==> src/common/lsb_event_pkg.sv <==
// constants shared by the load/store event monitor and its helpers
// assumes one core clock and an apb3 register port
package lsb_event_pkg;
  localparam logic [7:0] EVC_LOAD_BLOCK  = 8'h03;
  localparam logic [7:0] EVC_STORE_BLOCK = 8'h04;
  localparam logic [7:0] UM_OVERLAP      = 8'h08;
  localparam logic [7:0] UM_UNTIL_RETIRE = 8'h10;
  localparam logic [7:0] UM_L1D          = 8'h20;
  localparam logic [7:0] UM_DRAIN        = 8'h01;
  localparam logic [7:0] UM_ORDER        = 8'h02;

  localparam int EV_N   = 5;
  localparam int EV_OVL = 0;
  localparam int EV_RET = 1;
  localparam int EV_L1D = 2;
  localparam int EV_DRN = 3;
  localparam int EV_ORD = 4;

  localparam logic [7:0] OFS_CTRL   = 8'h00;
  localparam logic [7:0] OFS_SELECT = 8'h04;
  localparam logic [7:0] OFS_STATUS = 8'h08;
  localparam logic [7:0] OFS_MASK   = 8'h0C;
  localparam logic [7:0] OFS_STATE  = 8'h10;

  localparam int CTRL_EN_BIT     = 0;
  localparam int SEL_CODE_LSB    = 0;
  localparam int SEL_UMASK_LSB   = 8;
  localparam int STATE_HOLD_BIT  = 0;
  localparam int STATE_DRAIN_BIT = 1;
  localparam int STATE_ORDER_BIT = 2;
  localparam int STATE_MISS_LSB  = 8;

  localparam logic [7:0] RST_CODE  = 8'h00;
  localparam logic [7:0] RST_UMASK = 8'h00;

  // load/store size codes: bytes = 1 << code
  localparam logic [2:0] SZ_1  = 3'h0;
  localparam logic [2:0] SZ_2  = 3'h1;
  localparam logic [2:0] SZ_4  = 3'h2;
  localparam logic [2:0] SZ_8  = 3'h3;
  localparam logic [2:0] SZ_16 = 3'h4;

  localparam int PAGE_OFS_W = 12;
  localparam int LINE_OFS_W = 6;
  localparam logic [6:0] LINE_BYTES = 7'h40;
  localparam logic [4:0] QWORD_BYTES = 5'h08;

  typedef enum logic [1:0] {ORD_IDLE, ORD_WAIT_OBS, ORD_WAIT_SNOOP} ord_state_t;

  function automatic logic [4:0] size_bytes(input logic [2:0] sz);
    size_bytes = 5'h01 << sz;
  endfunction

  function automatic logic misaligned(input logic [3:0] a, input logic [2:0] sz);
    logic [4:0] m;
    m = size_bytes(sz) - 5'h01;
    misaligned = |(a & m[3:0]);
  endfunction
endpackage

==> src/hw/overlap_classifier.sv <==
// combinational check of one load against the youngest older store
// assumes both addresses are full byte addresses of the same width
`timescale 1ns/1ps
module overlap_classifier import lsb_event_pkg::*; #(
  parameter int ADDR_W = 32
) (
  input  wire logic [ADDR_W-1:0] load_addr,
  input  wire logic [2:0]        load_sz,
  input  wire logic              store_valid,
  input  wire logic [ADDR_W-1:0] store_addr,
  input  wire logic [2:0]        store_sz,
  output logic                   straddle,
  output logic                   alias_4k,
  output logic                   block
);
  logic [ADDR_W:0] l_end;
  logic [ADDR_W:0] s_end;
  logic            ovl;
  logic            covered;
  logic            s_alg;
  logic [4:0]      l_qw;

  assign l_end   = {1'b0, load_addr} + {{(ADDR_W-4){1'b0}}, size_bytes(load_sz)};
  assign s_end   = {1'b0, store_addr} + {{(ADDR_W-4){1'b0}}, size_bytes(store_sz)};
  assign ovl     = store_valid && (l_end > {1'b0, store_addr}) && (s_end > {1'b0, load_addr});
  assign covered = (store_addr <= load_addr) && (l_end <= s_end);
  assign s_alg   = !misaligned(store_addr[3:0], store_sz);
  assign l_qw    = {2'b00, load_addr[2:0]} + size_bytes(load_sz);
  assign straddle = (l_qw > QWORD_BYTES) && (load_sz != SZ_16);
  assign alias_4k = store_valid && (load_addr[PAGE_OFS_W-1:0] == store_addr[PAGE_OFS_W-1:0])
                 && (load_addr[ADDR_W-1:PAGE_OFS_W] != store_addr[ADDR_W-1:PAGE_OFS_W]);

  always_comb begin
    block = 1'b0;
    if (ovl && !covered) block = 1'b1;
    if (ovl && s_alg && (load_sz <= SZ_2) && (load_addr != store_addr)) block = 1'b1;
    if (ovl && s_alg && (load_sz == SZ_4 || load_sz == SZ_8)
        && misaligned(load_addr[3:0], load_sz)) block = 1'b1;
    if (ovl && !s_alg && (load_addr != store_addr)) block = 1'b1;
    if (straddle || alias_4k) block = 1'b1;
  end

  initial begin
    if (ADDR_W <= PAGE_OFS_W) $error("ADDR_W must exceed the page offset width");
  end
endmodule

==> src/hw/store_order_tracker.sv <==
// store buffer drain and store ordering stall tracking
// assumes the pipeline flags arrive on pclk, already registered
`timescale 1ns/1ps
module store_order_tracker import lsb_event_pkg::*; (
  input  wire logic pclk,
  input  wire logic presetn,
  input  wire logic ce,
  input  wire logic drain_cause,
  input  wire logic sb_empty,
  input  wire logic store_wait,
  input  wire logic st_l1_miss,
  input  wire logic st_hit_shared,
  input  wire logic bus_read,
  input  wire logic snoop_resp,
  input  wire logic line_observed,
  output logic      drain_cycle,
  output logic      order_stall
);
  typedef struct packed {
    logic       drain;
    ord_state_t ord;
    logic       stall;
  } trk_t;
  trk_t s_r;
  trk_t s_nxt;

  always_comb begin
    s_nxt = s_r;
    if (drain_cause) s_nxt.drain = 1'b1;
    else if (sb_empty) s_nxt.drain = 1'b0;
    case (s_r.ord)
      ORD_IDLE: begin
        if (store_wait && (st_l1_miss || st_hit_shared)) begin
          s_nxt.ord = bus_read ? ORD_WAIT_SNOOP : ORD_WAIT_OBS;
        end
      end
      ORD_WAIT_OBS: begin
        if (line_observed) s_nxt.ord = ORD_IDLE;
      end
      ORD_WAIT_SNOOP: begin
        if (snoop_resp) s_nxt.ord = ORD_IDLE;
      end
      default: s_nxt.ord = ORD_IDLE;
    endcase
    s_nxt.stall = (s_nxt.ord != ORD_IDLE);
  end

  always_ff @(posedge pclk or negedge presetn) begin
    if (!presetn) s_r <= '{drain: 1'b0, ord: ORD_IDLE, stall: 1'b0};
    else if (ce) s_r <= s_nxt;
  end

  assign drain_cycle = s_r.drain;
  assign order_stall = s_r.stall;

  drain_start_a:
  assert property (@(posedge pclk) disable iff (!presetn) ce && drain_cause |=> drain_cycle)
    else $error("drain cause did not start drain cycles");
  snoop_end_a:
  assert property (@(posedge pclk) disable iff (!presetn)
    ce && s_r.ord == ORD_WAIT_SNOOP && snoop_resp |=> !order_stall)
    else $error("ordering stall outlived the snoop response");
  order_start_a:
  assert property (@(posedge pclk) disable iff (!presetn)
    ce && s_r.ord == ORD_IDLE && store_wait && (st_l1_miss || st_hit_shared) |=> order_stall)
    else $error("missing or shared store did not stall");
endmodule

==> src/hw/lsb_event_monitor.sv <==
// load/store block event monitor with apb3 registers and interrupt
// assumes pipeline inputs are on pclk; pulse feeds an external counter
//
// How it works
// - a load partly covered by an older store is blocked and counted.
// - loads from size-aligned older stores are candidates by size and alignment.
// - a 1/2-byte load not aligned to an aligned store is blocked.
// - a misaligned 4/8-byte load from an aligned store is blocked.
// - a load from a misaligned store not at its first byte is blocked.
// - a load straddling an 8-byte boundary is blocked, 16-byte loads excepted.
// - same 4K page offset in different pages blocks the load.
// - a blocked load stays stalled until the blocking store commits.
// - code 03H mask 10H counts loads held until retirement.
// - held-until-retire covers uncacheable, line-split and other deferred loads.
// - code 03H mask 20H counts loads blocked by full miss tracking.
// - line splits, partial reads and locked-load periods also count as cache blocks.
// - code 04H mask 01H counts every store buffer drain cycle.
// - drains come from serializing, exchange, interrupt ack and flush.
// - code 04H mask 02H counts cycles a store waits on ordering.
// - the ordering stall arises on store miss or shared hit.
// - a stall needing a bus read ends at its snoop response.
//
// Design decisions made here: the APB register port and the register offsets.
`timescale 1ns/1ps
module lsb_event_monitor import lsb_event_pkg::*; #(
  parameter int ADDR_W   = 32,
  parameter int MAX_MISS = 8
) (
  input  wire logic              pclk,
  input  wire logic              presetn,
  input  wire logic              ce,
  input  wire logic              psel,
  input  wire logic              penable,
  input  wire logic              pwrite,
  input  wire logic [7:0]        paddr,
  input  wire logic [31:0]       pwdata,
  output logic [31:0]            prdata,
  output logic                   pready,
  output logic                   pslverr,
  input  wire logic              load_valid,
  input  wire logic [ADDR_W-1:0] load_addr,
  input  wire logic [2:0]        load_sz,
  input  wire logic              load_uncacheable,
  input  wire logic              load_io,
  input  wire logic              load_deferred,
  input  wire logic              load_l1_miss,
  input  wire logic              locked_load_busy,
  input  wire logic              store_valid,
  input  wire logic [ADDR_W-1:0] store_addr,
  input  wire logic [2:0]        store_sz,
  input  wire logic              store_committed,
  input  wire logic              miss_alloc,
  input  wire logic              miss_done,
  input  wire logic              serialize_op,
  input  wire logic              atomic_exchange_op,
  input  wire logic              int_ack,
  input  wire logic              cache_flush,
  input  wire logic              sb_empty,
  input  wire logic              store_wait,
  input  wire logic              st_l1_miss,
  input  wire logic              st_hit_shared,
  input  wire logic              bus_read,
  input  wire logic              snoop_resp,
  input  wire logic              line_observed,
  output logic                   event_pulse,
  output logic                   load_stall,
  output logic                   store_order_stall,
  output logic                   irq
);
  localparam int MW = $clog2(MAX_MISS + 1);
  localparam logic [MW-1:0] MISS_MAX = MW'(MAX_MISS);

  typedef struct packed {
    logic              en;
    logic [7:0]        code;
    logic [7:0]        umask;
    logic [EV_N-1:0]   status;
    logic [EV_N-1:0]   mask;
    logic              hold;
    logic [MW-1:0]     misses;
    logic              pulse;
    logic              irq;
    logic [31:0]       rdata;
    logic              ready;
    logic              err;
  } mon_t;

  mon_t s_r;
  mon_t s_nxt;

  // one-hot of the event that a code/mask pair picks; unknown pairs pick none
  function automatic logic [EV_N-1:0] sel_decode(input logic [7:0] c, input logic [7:0] u);
    logic [EV_N-1:0] v;
    v = '0;
    if (c == EVC_LOAD_BLOCK && u == UM_OVERLAP) v[EV_OVL] = 1'b1;
    if (c == EVC_LOAD_BLOCK && u == UM_UNTIL_RETIRE) v[EV_RET] = 1'b1;
    if (c == EVC_LOAD_BLOCK && u == UM_L1D) v[EV_L1D] = 1'b1;
    if (c == EVC_STORE_BLOCK && u == UM_DRAIN) v[EV_DRN] = 1'b1;
    if (c == EVC_STORE_BLOCK && u == UM_ORDER) v[EV_ORD] = 1'b1;
    sel_decode = v;
  endfunction

  function automatic logic reg_hit(input logic [7:0] a);
    reg_hit = (a == OFS_CTRL) || (a == OFS_SELECT) || (a == OFS_STATUS)
           || (a == OFS_MASK) || (a == OFS_STATE);
  endfunction

  logic            straddle;
  logic            alias_4k;
  logic            ovl_block;
  logic            drain_cycle;
  logic            order_stall;
  logic            line_split;
  logic [6:0]      l_end_ofs;
  logic            miss_full;
  logic [EV_N-1:0] ev;
  logic [EV_N-1:0] sel;
  logic            setup;
  logic            acc_wr;

  overlap_classifier #(
    .ADDR_W (ADDR_W)
  ) u_cls (
    .load_addr   (load_addr),
    .load_sz     (load_sz),
    .store_valid (store_valid),
    .store_addr  (store_addr),
    .store_sz    (store_sz),
    .straddle    (straddle),
    .alias_4k    (alias_4k),
    .block       (ovl_block)
  );

  store_order_tracker u_trk (
    .pclk          (pclk),
    .presetn       (presetn),
    .ce            (ce),
    .drain_cause   (serialize_op | atomic_exchange_op | int_ack | cache_flush),
    .sb_empty      (sb_empty),
    .store_wait    (store_wait),
    .st_l1_miss    (st_l1_miss),
    .st_hit_shared (st_hit_shared),
    .bus_read      (bus_read),
    .snoop_resp    (snoop_resp),
    .line_observed (line_observed),
    .drain_cycle   (drain_cycle),
    .order_stall   (order_stall)
  );

  assign l_end_ofs  = {1'b0, load_addr[LINE_OFS_W-1:0]} + {2'b00, size_bytes(load_sz)};
  assign line_split = l_end_ofs > LINE_BYTES;
  assign miss_full  = s_r.misses >= MISS_MAX;
  assign sel        = sel_decode(s_r.code, s_r.umask);
  // fixed zero wait states: the answer is registered, so it never arrives with setup
  assign setup      = psel && !penable;
  assign acc_wr     = psel && penable && s_r.ready && pwrite;

  // a held load is not recounted while it waits for its store
  always_comb begin
    ev = '0;
    ev[EV_OVL] = load_valid && ovl_block && !s_r.hold;
    ev[EV_RET] = load_valid && (load_uncacheable || line_split || load_deferred);
    ev[EV_L1D] = load_valid && ((load_l1_miss && miss_full)
                 || line_split || load_uncacheable || load_io || locked_load_busy);
    ev[EV_DRN] = drain_cycle;
    ev[EV_ORD] = order_stall;
  end

  always_comb begin
    s_nxt = s_r;
    // outstanding misses: demand and both prefetch kinds arrive on miss_alloc
    if (miss_alloc && !miss_done && !miss_full) s_nxt.misses = s_r.misses + MW'(1);
    else if (miss_done && !miss_alloc && s_r.misses != '0) s_nxt.misses = s_r.misses - MW'(1);
    if (ev[EV_OVL]) s_nxt.hold = 1'b1;
    else if (store_committed) s_nxt.hold = 1'b0;
    s_nxt.pulse = s_r.en && |(sel & ev);
    s_nxt.ready = 1'b0;
    s_nxt.err   = 1'b0;
    if (setup) begin
      s_nxt.ready = 1'b1;
      s_nxt.err   = !reg_hit(paddr);
      s_nxt.rdata = '0;
      case (paddr)
        OFS_CTRL:   s_nxt.rdata[CTRL_EN_BIT] = s_r.en;
        OFS_SELECT: begin
          s_nxt.rdata[SEL_CODE_LSB +: 8]  = s_r.code;
          s_nxt.rdata[SEL_UMASK_LSB +: 8] = s_r.umask;
        end
        OFS_STATUS: s_nxt.rdata[EV_N-1:0] = s_r.status;
        OFS_MASK:   s_nxt.rdata[EV_N-1:0] = s_r.mask;
        OFS_STATE: begin
          s_nxt.rdata[STATE_HOLD_BIT]  = s_r.hold;
          s_nxt.rdata[STATE_DRAIN_BIT] = drain_cycle;
          s_nxt.rdata[STATE_ORDER_BIT] = order_stall;
          s_nxt.rdata[STATE_MISS_LSB +: MW] = s_r.misses;
        end
        default: s_nxt.rdata = '0;
      endcase
    end
    s_nxt.status = s_r.status;
    if (acc_wr) begin
      case (paddr)
        OFS_CTRL:   s_nxt.en = pwdata[CTRL_EN_BIT];
        OFS_SELECT: begin
          s_nxt.code  = pwdata[SEL_CODE_LSB +: 8];
          s_nxt.umask = pwdata[SEL_UMASK_LSB +: 8];
        end
        OFS_STATUS: s_nxt.status = s_r.status & ~pwdata[EV_N-1:0];
        OFS_MASK:   s_nxt.mask = pwdata[EV_N-1:0];
        default:    s_nxt.en = s_r.en;
      endcase
    end
    // set after clear so a same-cycle event survives the write-one-to-clear
    s_nxt.status = s_nxt.status | ev;
    s_nxt.irq = |(s_nxt.status & s_nxt.mask);
  end

  always_ff @(posedge pclk or negedge presetn) begin
    if (!presetn) begin
      s_r <= '{en:     1'b0,
               code:   RST_CODE,
               umask:  RST_UMASK,
               status: '0,
               mask:   '0,
               hold:   1'b0,
               misses: '0,
               pulse:  1'b0,
               irq:    1'b0,
               rdata:  '0,
               ready:  1'b0,
               err:    1'b0};
    end else if (ce) begin
      s_r <= s_nxt;
    end
  end

  assign prdata            = s_r.rdata;
  assign pready            = s_r.ready;
  assign pslverr           = s_r.err;
  assign event_pulse       = s_r.pulse;
  assign load_stall        = s_r.hold;
  assign store_order_stall = order_stall;
  assign irq               = s_r.irq;

  // the state register gives the miss count eight bits, hence the upper limit
  initial begin
    if (MAX_MISS < 1 || MAX_MISS > 255) $error("MAX_MISS out of range");
    if (ADDR_W < 16 || ADDR_W > 64) $error("ADDR_W out of range");
  end

  // checks look one edge after the cause, where the registered result first shows
  sel_pulse_a:
  assert property (@(posedge pclk) disable iff (!presetn)
    ce && s_r.en && |(sel & ev) |=> event_pulse)
    else $error("selected event produced no pulse");

  no_pulse_a:
  assert property (@(posedge pclk) disable iff (!presetn)
    ce && !(s_r.en && |(sel & ev)) |=> !event_pulse)
    else $error("pulse without a selected event");

  hold_commit_a:
  assert property (@(posedge pclk) disable iff (!presetn)
    load_stall && !(ce && store_committed) |=> load_stall)
    else $error("load released before store commit");

  partial_ovl_a:
  assert property (@(posedge pclk) disable iff (!presetn)
    ce && load_valid && ovl_block && !load_stall |=> load_stall && s_r.status[EV_OVL])
    else $error("blocked load not held or not flagged");

  straddle_a:
  assert property (@(posedge pclk) disable iff (!presetn)
    ce && load_valid && !load_stall && straddle && load_sz != SZ_16 |=> load_stall)
    else $error("straddling load not blocked");

  alias_a:
  assert property (@(posedge pclk) disable iff (!presetn)
    ce && load_valid && !load_stall && alias_4k |=> load_stall)
    else $error("4k aliased load not blocked");

  retire_ev_a:
  assert property (@(posedge pclk) disable iff (!presetn)
    ce && load_valid && (load_uncacheable || line_split) |=> s_r.status[EV_RET])
    else $error("uncacheable or split load not held to retire");

  l1d_full_a:
  assert property (@(posedge pclk) disable iff (!presetn)
    ce && load_valid && load_l1_miss && miss_full |=> s_r.status[EV_L1D])
    else $error("miss-full block not flagged");

  drain_pulse_a:
  assert property (@(posedge pclk) disable iff (!presetn)
    ce && s_r.en && sel[EV_DRN] && drain_cycle |=> event_pulse)
    else $error("drain cycle not counted");

  irq_level_a:
  assert property (@(posedge pclk) disable iff (!presetn)
    ce && |(s_r.status & s_r.mask) && !acc_wr |=> irq)
    else $error("unmasked status without interrupt");

  apb_ready_a:
  assert property (@(posedge pclk) disable iff (!presetn)
    ce && setup |=> pready ##1 (!pready || !ce))
    else $error("apb answer not one cycle after setup");

  unmapped_err_a:
  assert property (@(posedge pclk) disable iff (!presetn)
    ce && setup && !reg_hit(paddr) |=> pslverr && prdata == 32'h00000000)
    else $error("unmapped address not refused");

  miss_cap_a:
  assert property (@(posedge pclk) disable iff (!presetn)
    s_r.misses <= MISS_MAX)
    else $error("miss count above limit");

  order_pulse_a:
  assert property (@(posedge pclk) disable iff (!presetn)
    ce && s_r.en && sel[EV_ORD] && order_stall |=> event_pulse)
    else $error("ordering stall cycle not counted");

  l1d_other_a:
  assert property (@(posedge pclk) disable iff (!presetn)
    ce && load_valid && (line_split || load_io || locked_load_busy) |=> s_r.status[EV_L1D])
    else $error("cache block cause not flagged");

  retire_defer_a:
  assert property (@(posedge pclk) disable iff (!presetn)
    ce && load_valid && load_deferred |=> s_r.status[EV_RET])
    else $error("deferred load not flagged");

  drain_flag_a:
  assert property (@(posedge pclk) disable iff (!presetn)
    ce && drain_cycle |=> s_r.status[EV_DRN])
    else $error("drain cycle not flagged");

  hold_cause_a:
  assert property (@(posedge pclk) disable iff (!presetn)
    !load_stall && !(ce && load_valid && ovl_block) |=> !load_stall)
    else $error("hold without a blocked load");

  w1c_clear_a:
  assert property (@(posedge pclk) disable iff (!presetn)
    ce && acc_wr && paddr == OFS_STATUS && pwdata[EV_ORD] && !order_stall |=> !s_r.status[EV_ORD])
    else $error("status bit not cleared");
endmodule

==> config.mk <==
export PLATFORM = sky130hd
export DESIGN_NAME = lsb_event_monitor
export DESIGN_NICKNAME = d
export VERILOG_FILES = /design/src/common/lsb_event_pkg.sv /design/src/hw/overlap_classifier.sv /design/src/hw/store_order_tracker.sv /design/src/hw/lsb_event_monitor.sv
export SDC_FILE = /design/constraint.sdc
export NUM_CORES = 1
export LEC_CHECK = 0
export ABC_AREA = 0
export BUFFER_PORTS_ARGS = -buffer_cell sky130_fd_sc_hd__buf_4
export CAP_MARGIN = 20
export CORE_ASPECT_RATIO = 1.4
export CORE_MARGIN = 1
export CORE_UTILIZATION = 50
export DETAILED_ROUTE_END_ITERATION = 10
export PLACE_DENSITY_LB_ADDON = 0.05
export SLEW_MARGIN = 20
export SYNTH_ARGS = -nofsm -noshare
export SYNTH_HDL_FRONTEND = slang
export SYNTH_SLANG_ARGS = --single-unit
==> constraint.sdc <==
create_clock -name pclk -period 2 [get_ports pclk]
set_input_delay 0.2 -clock pclk [delete_from_list [all_inputs] [get_ports pclk]]
set_output_delay 0.2 -clock pclk [all_outputs]
set_load 0.02 [all_outputs]
* Word-level counts from Yosys, hierarchy flattened
Cells that the tools add are included.
** Storage, ports and cells
- Flip-flop bits (word level) :: 56
- Bits of input ports :: 137
- Output and inout bits :: 38
- Logic and storage cells :: 165
** Operators by class
- Add/subtract/negate cells :: 8
- Order comparisons :: 8
- Equal/unequal tests :: 19
- Shift-type cells :: 2
- Multiplexer cells :: 31
- Bitwise operators :: 10
- Reductions and logical operators :: 72
** Operator list (number)
- adder 32 x 5 -> 33 bit :: 2
- > comparator 33 x 32 -> 1 bit :: 2
- logical AND 1 bit :: 34
- less-or-equal comparator 33 bit :: 1
- less-or-equal comparator 32 bit :: 1
- != test 32 bit :: 1
- equality test 8 x 4 -> 1 bit, second input constant :: 3
- != test 20 bit :: 1
- equality test 8 x 2 -> 1 bit, second input constant :: 2
- equality test 8 x 3 -> 1 bit, second input constant :: 2
- equality test 8 x 5 -> 1 bit, second input constant :: 2
- bitwise AND 5 bit :: 3
- two-way mux 1 bit :: 14
- logical OR 1 bit :: 13
- equality test 12 bit :: 1
- two-way mux 4 bit :: 3
- one-hot mux 2 bit (3 select lines) :: 2
- subtractor 4 x 1 -> 4 bit, second input constant :: 3
- two-way mux 10 bit :: 1
- two-way mux 2 bit :: 5
- two-way mux 5 bit :: 2
- OR reduction 5 bit :: 2
- << shifter 1 x 3 -> 5 bit, first input constant :: 2
- bitwise AND 4 bit :: 2
- 28 further kinds :: 46

* Longest topological paths before layout
- Word-level depth :: 17
- Mapped depth :: 21
- Mapped depth without buffers :: 20

* Hierarchy
From an unflattened synthesis, not the netlist that was laid out.
** Second synthesis, totals
- Cells, all modules :: 1022
- Area, all modules :: 8443.1 sq um
** By module, submodules not included
- overlap_classifier :: instances 1, cells an instance 675, area an instance 5046.1 sq um, sequential area each 0.0 sq um
- lsb_event_monitor :: instances 1, cells an instance 325, area an instance 3191.8 sq um, sequential area each 1301.2 sq um
- store_order_tracker :: instances 1, cells an instance 22, area an instance 205.2 sq um, sequential area each 100.1 sq um

* Worst setup path before layout
Ideal clock, no wire load.
- Path type :: in2reg
- Start :: in store_sz[1]
- End :: reg s_r (netlist bit irq)
- Library setup time :: 0.130 ns
- Arrival :: 4.162 ns
- Required time :: 1.870 ns
- Setup slack :: -2.292 ns
- Cell stages on the path :: 19
- Buffers on the path :: 0
- Cells stage by stage :: or3b_2 -> inv_1 -> ha_1 -> a21o_1 -> maj3_1 -> a21o_1 -> a21oi_2 -> nor3_1 -> and3_1 -> xnor2_1 -> inv_1 -> ha_1 -> and4_1 -> nor3b_1 -> a221o_1 -> a2111oi_0 -> o32a_1 -> o31a_1 -> o22ai_1
** On the way
- Word-level cells in the longest chain between the ends :: 17
- Elaborated cells between the ends (all ways) :: 29
- Classes of those cells :: add/sub (2); order compare (2); shift (1); mux (5); bitwise (3); reduce/logical (16)
** RTL lines
- start: declaration :: line lsb_event_monitor.sv:50 : input wire logic [2:0] store_sz,
- << shifter 1 x 3 -> 5 bit (*) :: line lsb_event_pkg.sv:51 : size_bytes = 5'h01 << sz;
- branches (longest 9 deep; another with adder 32 x 5 -> 33 bit)
- two-way mux 1 bit (*) :: line overlap_classifier.sv:39 : if (ovl && !s_alg && (load_addr != store_addr)) block = 1'b1;
- two-way mux 1 bit (*) :: line overlap_classifier.sv:40 : if (straddle || alias_4k) block = 1'b1;
- logical AND 1 bit (*) (2 in series) :: line lsb_event_monitor.sv:161 : ev[EV_OVL] = load_valid && ovl_block && !s_r.hold;
- OR 5 bit (*) :: line lsb_event_monitor.sv:214 : s_nxt.status = s_nxt.status | ev;
- bitwise AND 5 bit (*) :: line lsb_event_monitor.sv:215 : s_nxt.irq = |(s_nxt.status & s_nxt.mask);
- OR reduction 5 bit (*) :: line lsb_event_monitor.sv:215
- end signal: assignment :: line lsb_event_monitor.sv:220 : s_r <= '{en: 1'b0,
- end signal: assignment :: line lsb_event_monitor.sv:233 : s_r <= s_nxt;
- end: declaration :: line lsb_event_monitor.sv:88 : mon_t s_r;
Every way passes the cells marked *.
A chain may end at the register's enable or synchronous reset.

* Worst setup path after layout
- Start :: in store_sz[0]
- End :: reg s_r (netlist bit irq)
The elaborated chain is that of the path after synthesis.

==> metrics.md <==
| Metric | Value |
|---|---|
| Ys async rst share | 100% |
| Clock sink count | 56 |
| Synthesized instance count | roughly 1000 |
| Final worst path period need | roughly 4 ns |
| Antenna Nets Post-Route | 0 |
| Cell taking the most area after synthesis | ha_1 |
| Multiplexer share of the synthesized area | under 10% |
| Final worst setup slack | -2.07 ns |
| Fin crit share | 203% |
| Pre-CTS setup slack | -2.43 ns |
| Slew @ Worst Pin | between 0.7 and 0.8 ns |
| Setup violators final | 6 |
| Ys flop type | dfrtp_1 |
| Seq/Total Area, Yosys | 17.3% |
| Synth-to-layout area growth | 49.2% |
| Initial antenna violation count | 0 |
| LEAKAGE | around 0.006 µW |
| CTS Buf Count | 5 |
| Worst EP required | between 2 and 2.5 ns |
| Post-synth top area share | 22.1% |
| Htree depth | 2 |
| Crit-path max FO | 4 |
| Core Rows | 54 |
| Post-DP HPWL | 22500 µm |
| Global-route wire length before repair | between 40000 and 50000 µm |
| Remaining global-route overflow | 0 |
| Initial DRC count | 407 |
| Post-synthesis simple-gate area fraction | between 20 and 25% |
| Crit end category | flip-flop |
| VDD IR max | 0.620 mV |
| Share of layout cells above drive strength 1 | between 30% and 40% |
| Routability cong. | 0.908 |
| Vias in the first global route | about 9000 |
| Post-Syn Area | just over 8000 µm² |
| Synth top area cells | ha_1 (22%), dfrtp_1 (17%), xnor2_1 (7.1%) |
| Reg2Reg Depth | 7 |
| Critical path launch point type | input port |
| Worst R2R Setup Slack | -0.02 ns |
| Seq cells post-synth | 56 |
| Setup TNS | -8.56 ns |
| Worst-skew pair later-pin latency | roughly 0.30 ns |
| # port buffers | between 100 and 150 |
| Iteration count of the initial detailed-routing pass | 5 |
| Core Box Area | between 15000 and 20000 µm² |
| CP startpoint | store_sz[0] |
| Critical setup path kind | in -> reg |
| Final core utilization | between 70% and 80% |
| CTS max path bufs | 2 |
| Hold Violations, Final | 0 |
| Largest net degree at the start of global routing | between 50 and 60 |
| Worst Path Arrival | 4.28 ns |
| Gr usage total | between 30 and 40% |
| Via count | 8839 |
| Max Clock Freq | about 250 MHz |
| Routed WL | around 26000 µm |
| Reg clk slew, reported paths | ~0.070 ns |
| Pwr dens | 371 nW/µm² |
| Failing checks | negative setup slack |
| ANT cells | 0 |
| Final nets | 1680 |
| Status | complete, but fails checks |
| Initial Utilization | 51.5% |
| RSZ-0062 raised after global routing | yes |
| Number of remaining DRC errors | 0 |
| Worst Hold Class | in -> reg |
| Post-synthesis compound-gate area fraction | between 15 and 20% |
| Mean post-synth cell area | about 8.2 µm² |
| Worst setup skew after layout | about 0.0063 ns |
| Cell variety after synth | 85 |
| Die Y | around 150 µm |
| Number of synthesized flops with an enable pin | 0 |
| CTS Root Cell | clkbuf_16 |
| Xor-xnor portion of the synthesized cell area | 7.54% |
| Post-Synth Adder-Cell Area | 23.0% |
| Max Slew Vio Count | 0 |
| CTS tree | built |
| Worst r2r dst | event_pulse$_DFFE_PN0P_ |
| Total power | about 4500 µW |
| Reg2reg start | s_r[62]$_DFFE_PN0P_ |
| Rel. slew slack | ~53% |
| Crit path capture | irq$_DFFE_PN0P_ |
| I/O pin cnt | between 150 and 200 |
| Full die area | approximately 17000 µm² |
| Largest family of logic cells by synthesized area | adder cells |
| Die width | approximately 110 µm |
| DR WL/cell | 16.6 µm |
| Via density | roughly 5.5 |
| Syn. warnings | 0 |
| Max Cap Viol | 0 |
-- cells in the mapped netlist (all sizes together) (13+ instances only) --
cell type  count
inv          108
nand4         39
o21ai         58
and3          13
nor3          24
nand2         80
buf           37
mux2          27
a211oi        18
a21o          16
dfrtp         56
a21oi         52
nand3         34
nor4          16
xnor2         67
ha           143
nor2          38
-- registers in the layout, summed over array words and instances, names as in the netlist --
name	count
s_r	31
prdata	16
u_trk.s_r	2
event_pulse	1
irq	1
load_stall	1
pready	1
pslverr	1
u_trk.drain_cycle	1
u_trk.order_stall	1
-- routing by layer --
| metal | vias to the layer above | part of all wire, % | track usage [%] |
|---|---|---|---|
| li1 | 4364 | - | - |
| met1 | 4160 | 38 | 33.8 |
| met2 | 243 | 54 | 61.4 |
| met3 | 72 | 3.5 | 2.27 |
| met4 | 0 | 5.0 | 16.1 |
| met5 | - | 0 | 0 |
-- repair_timing --
action                                 CTS  global route
pin swaps                               28            16
endpoints found under the hold margin   56             0
setup endpoints to repair               16            22
hold buffers                             1             0
cloned                                   1             0
resized for setup                       44            14
setup buffers                           11             1
-- cell type report --
class                      instances  area (µm²)
tap                              196         245
inverter                         108         410
sequential                        56        1400
timing repair buffer             440        3420
multi-input combinational        786        6450
fill                            1229        3640
clock inverter                     3        46.3
clock buffer                       5         125
-- critical path, cell delays in order --
cell	delay (ns)
buf_6	0.10
nor3_4	0.18
ha_2	0.21
inv_2	0.04
fa_2	0.37
nand2b_1	0.14
a41oi_2	0.16
a21o_4	0.27
or2_4	0.26
or3_4	0.37
xnor2_4	0.19
inv_2	0.06
ha_4	0.26
nand4_1	0.20
nor4_4	0.30
o311a_1	0.26
a2111oi_4	0.07
o32a_1	0.16
o31a_1	0.31
o22ai_1	0.17
-- cells in the final DEF, fill, tap and decap left out, types with 6 or more instances in the layout --
cell type / n
xnor2_1: 58
a21oi_1: 49
ha_1: 135
inv_1: 103
a21o_1: 15
buf_4: 426
o21a_1: 9
a211oi_1: 17
mux2_2: 12
nand3_1: 32
nand4_1: 37
nor2b_1: 10
nand2b_1: 7
nor4_1: 12
and3_1: 10
nand2_1: 78
conb_1: 16
a22oi_1: 11
mux2_4: 15
ha_4: 7
o21ai_0: 53
xnor2_2: 8
nor3_1: 16
and2_1: 6
nor2_1: 35
and4_1: 8
dfrtp_1: 55
-- metrics by stage --
stage / std cells / cell area (µm²) / hold WS (ns)
2_1_floorplan: 999 / 8320 / -0.0956
3_3_place_gp: 1572 / 11500 / 0.288
3_5_place_dp: 1572 / 11500 / 0.296
4_1_cts: 1593 / 12000 / 0.126
5_1_grt: 1594 / 12100 / 0.123
6_report: 1594 / 12100 / 0.126
-- worst min-delay path by stage --
stage | from | endpoint | cells past startpoint
2_1_floorplan | presetn | event_pulse$_DFFE_PN0P_ | 0
3_3_place_gp | presetn | s_r[45]$_DFFE_PN0P_ | 1
3_5_place_dp | presetn | s_r[63]$_DFFE_PN0P_ | 1
4_1_cts | pwdata[12] | s_r[55]$_DFFE_PN0P_ | 2
5_1_grt | pwdata[6] | s_r[65]$_DFFE_PN0P_ | 2
6_report | pwdata[9] | s_r[52]$_DFFE_PN0P_ | 3
-- logic make-up after synthesis --
| group | after synthesis |
|---|---|
| buf+inv | 157 |
| other cells | 1 |
| flops | 56 |
| compound gates | 211 |
| simple gates | 310 |
| fa+ha+maj | 148 |
| xor+xnor | 69 |
| mux | 32 |
-- report_power, final --
part	leakage (µW)	total, µW	internal (µW)	switching, µW
Combinational	0.00533	2150	1120	1030
Sequential	0.000730	1330	1200	122
Clock	0.0000804	1010	596	417
(Power assumes the default switching activity.)
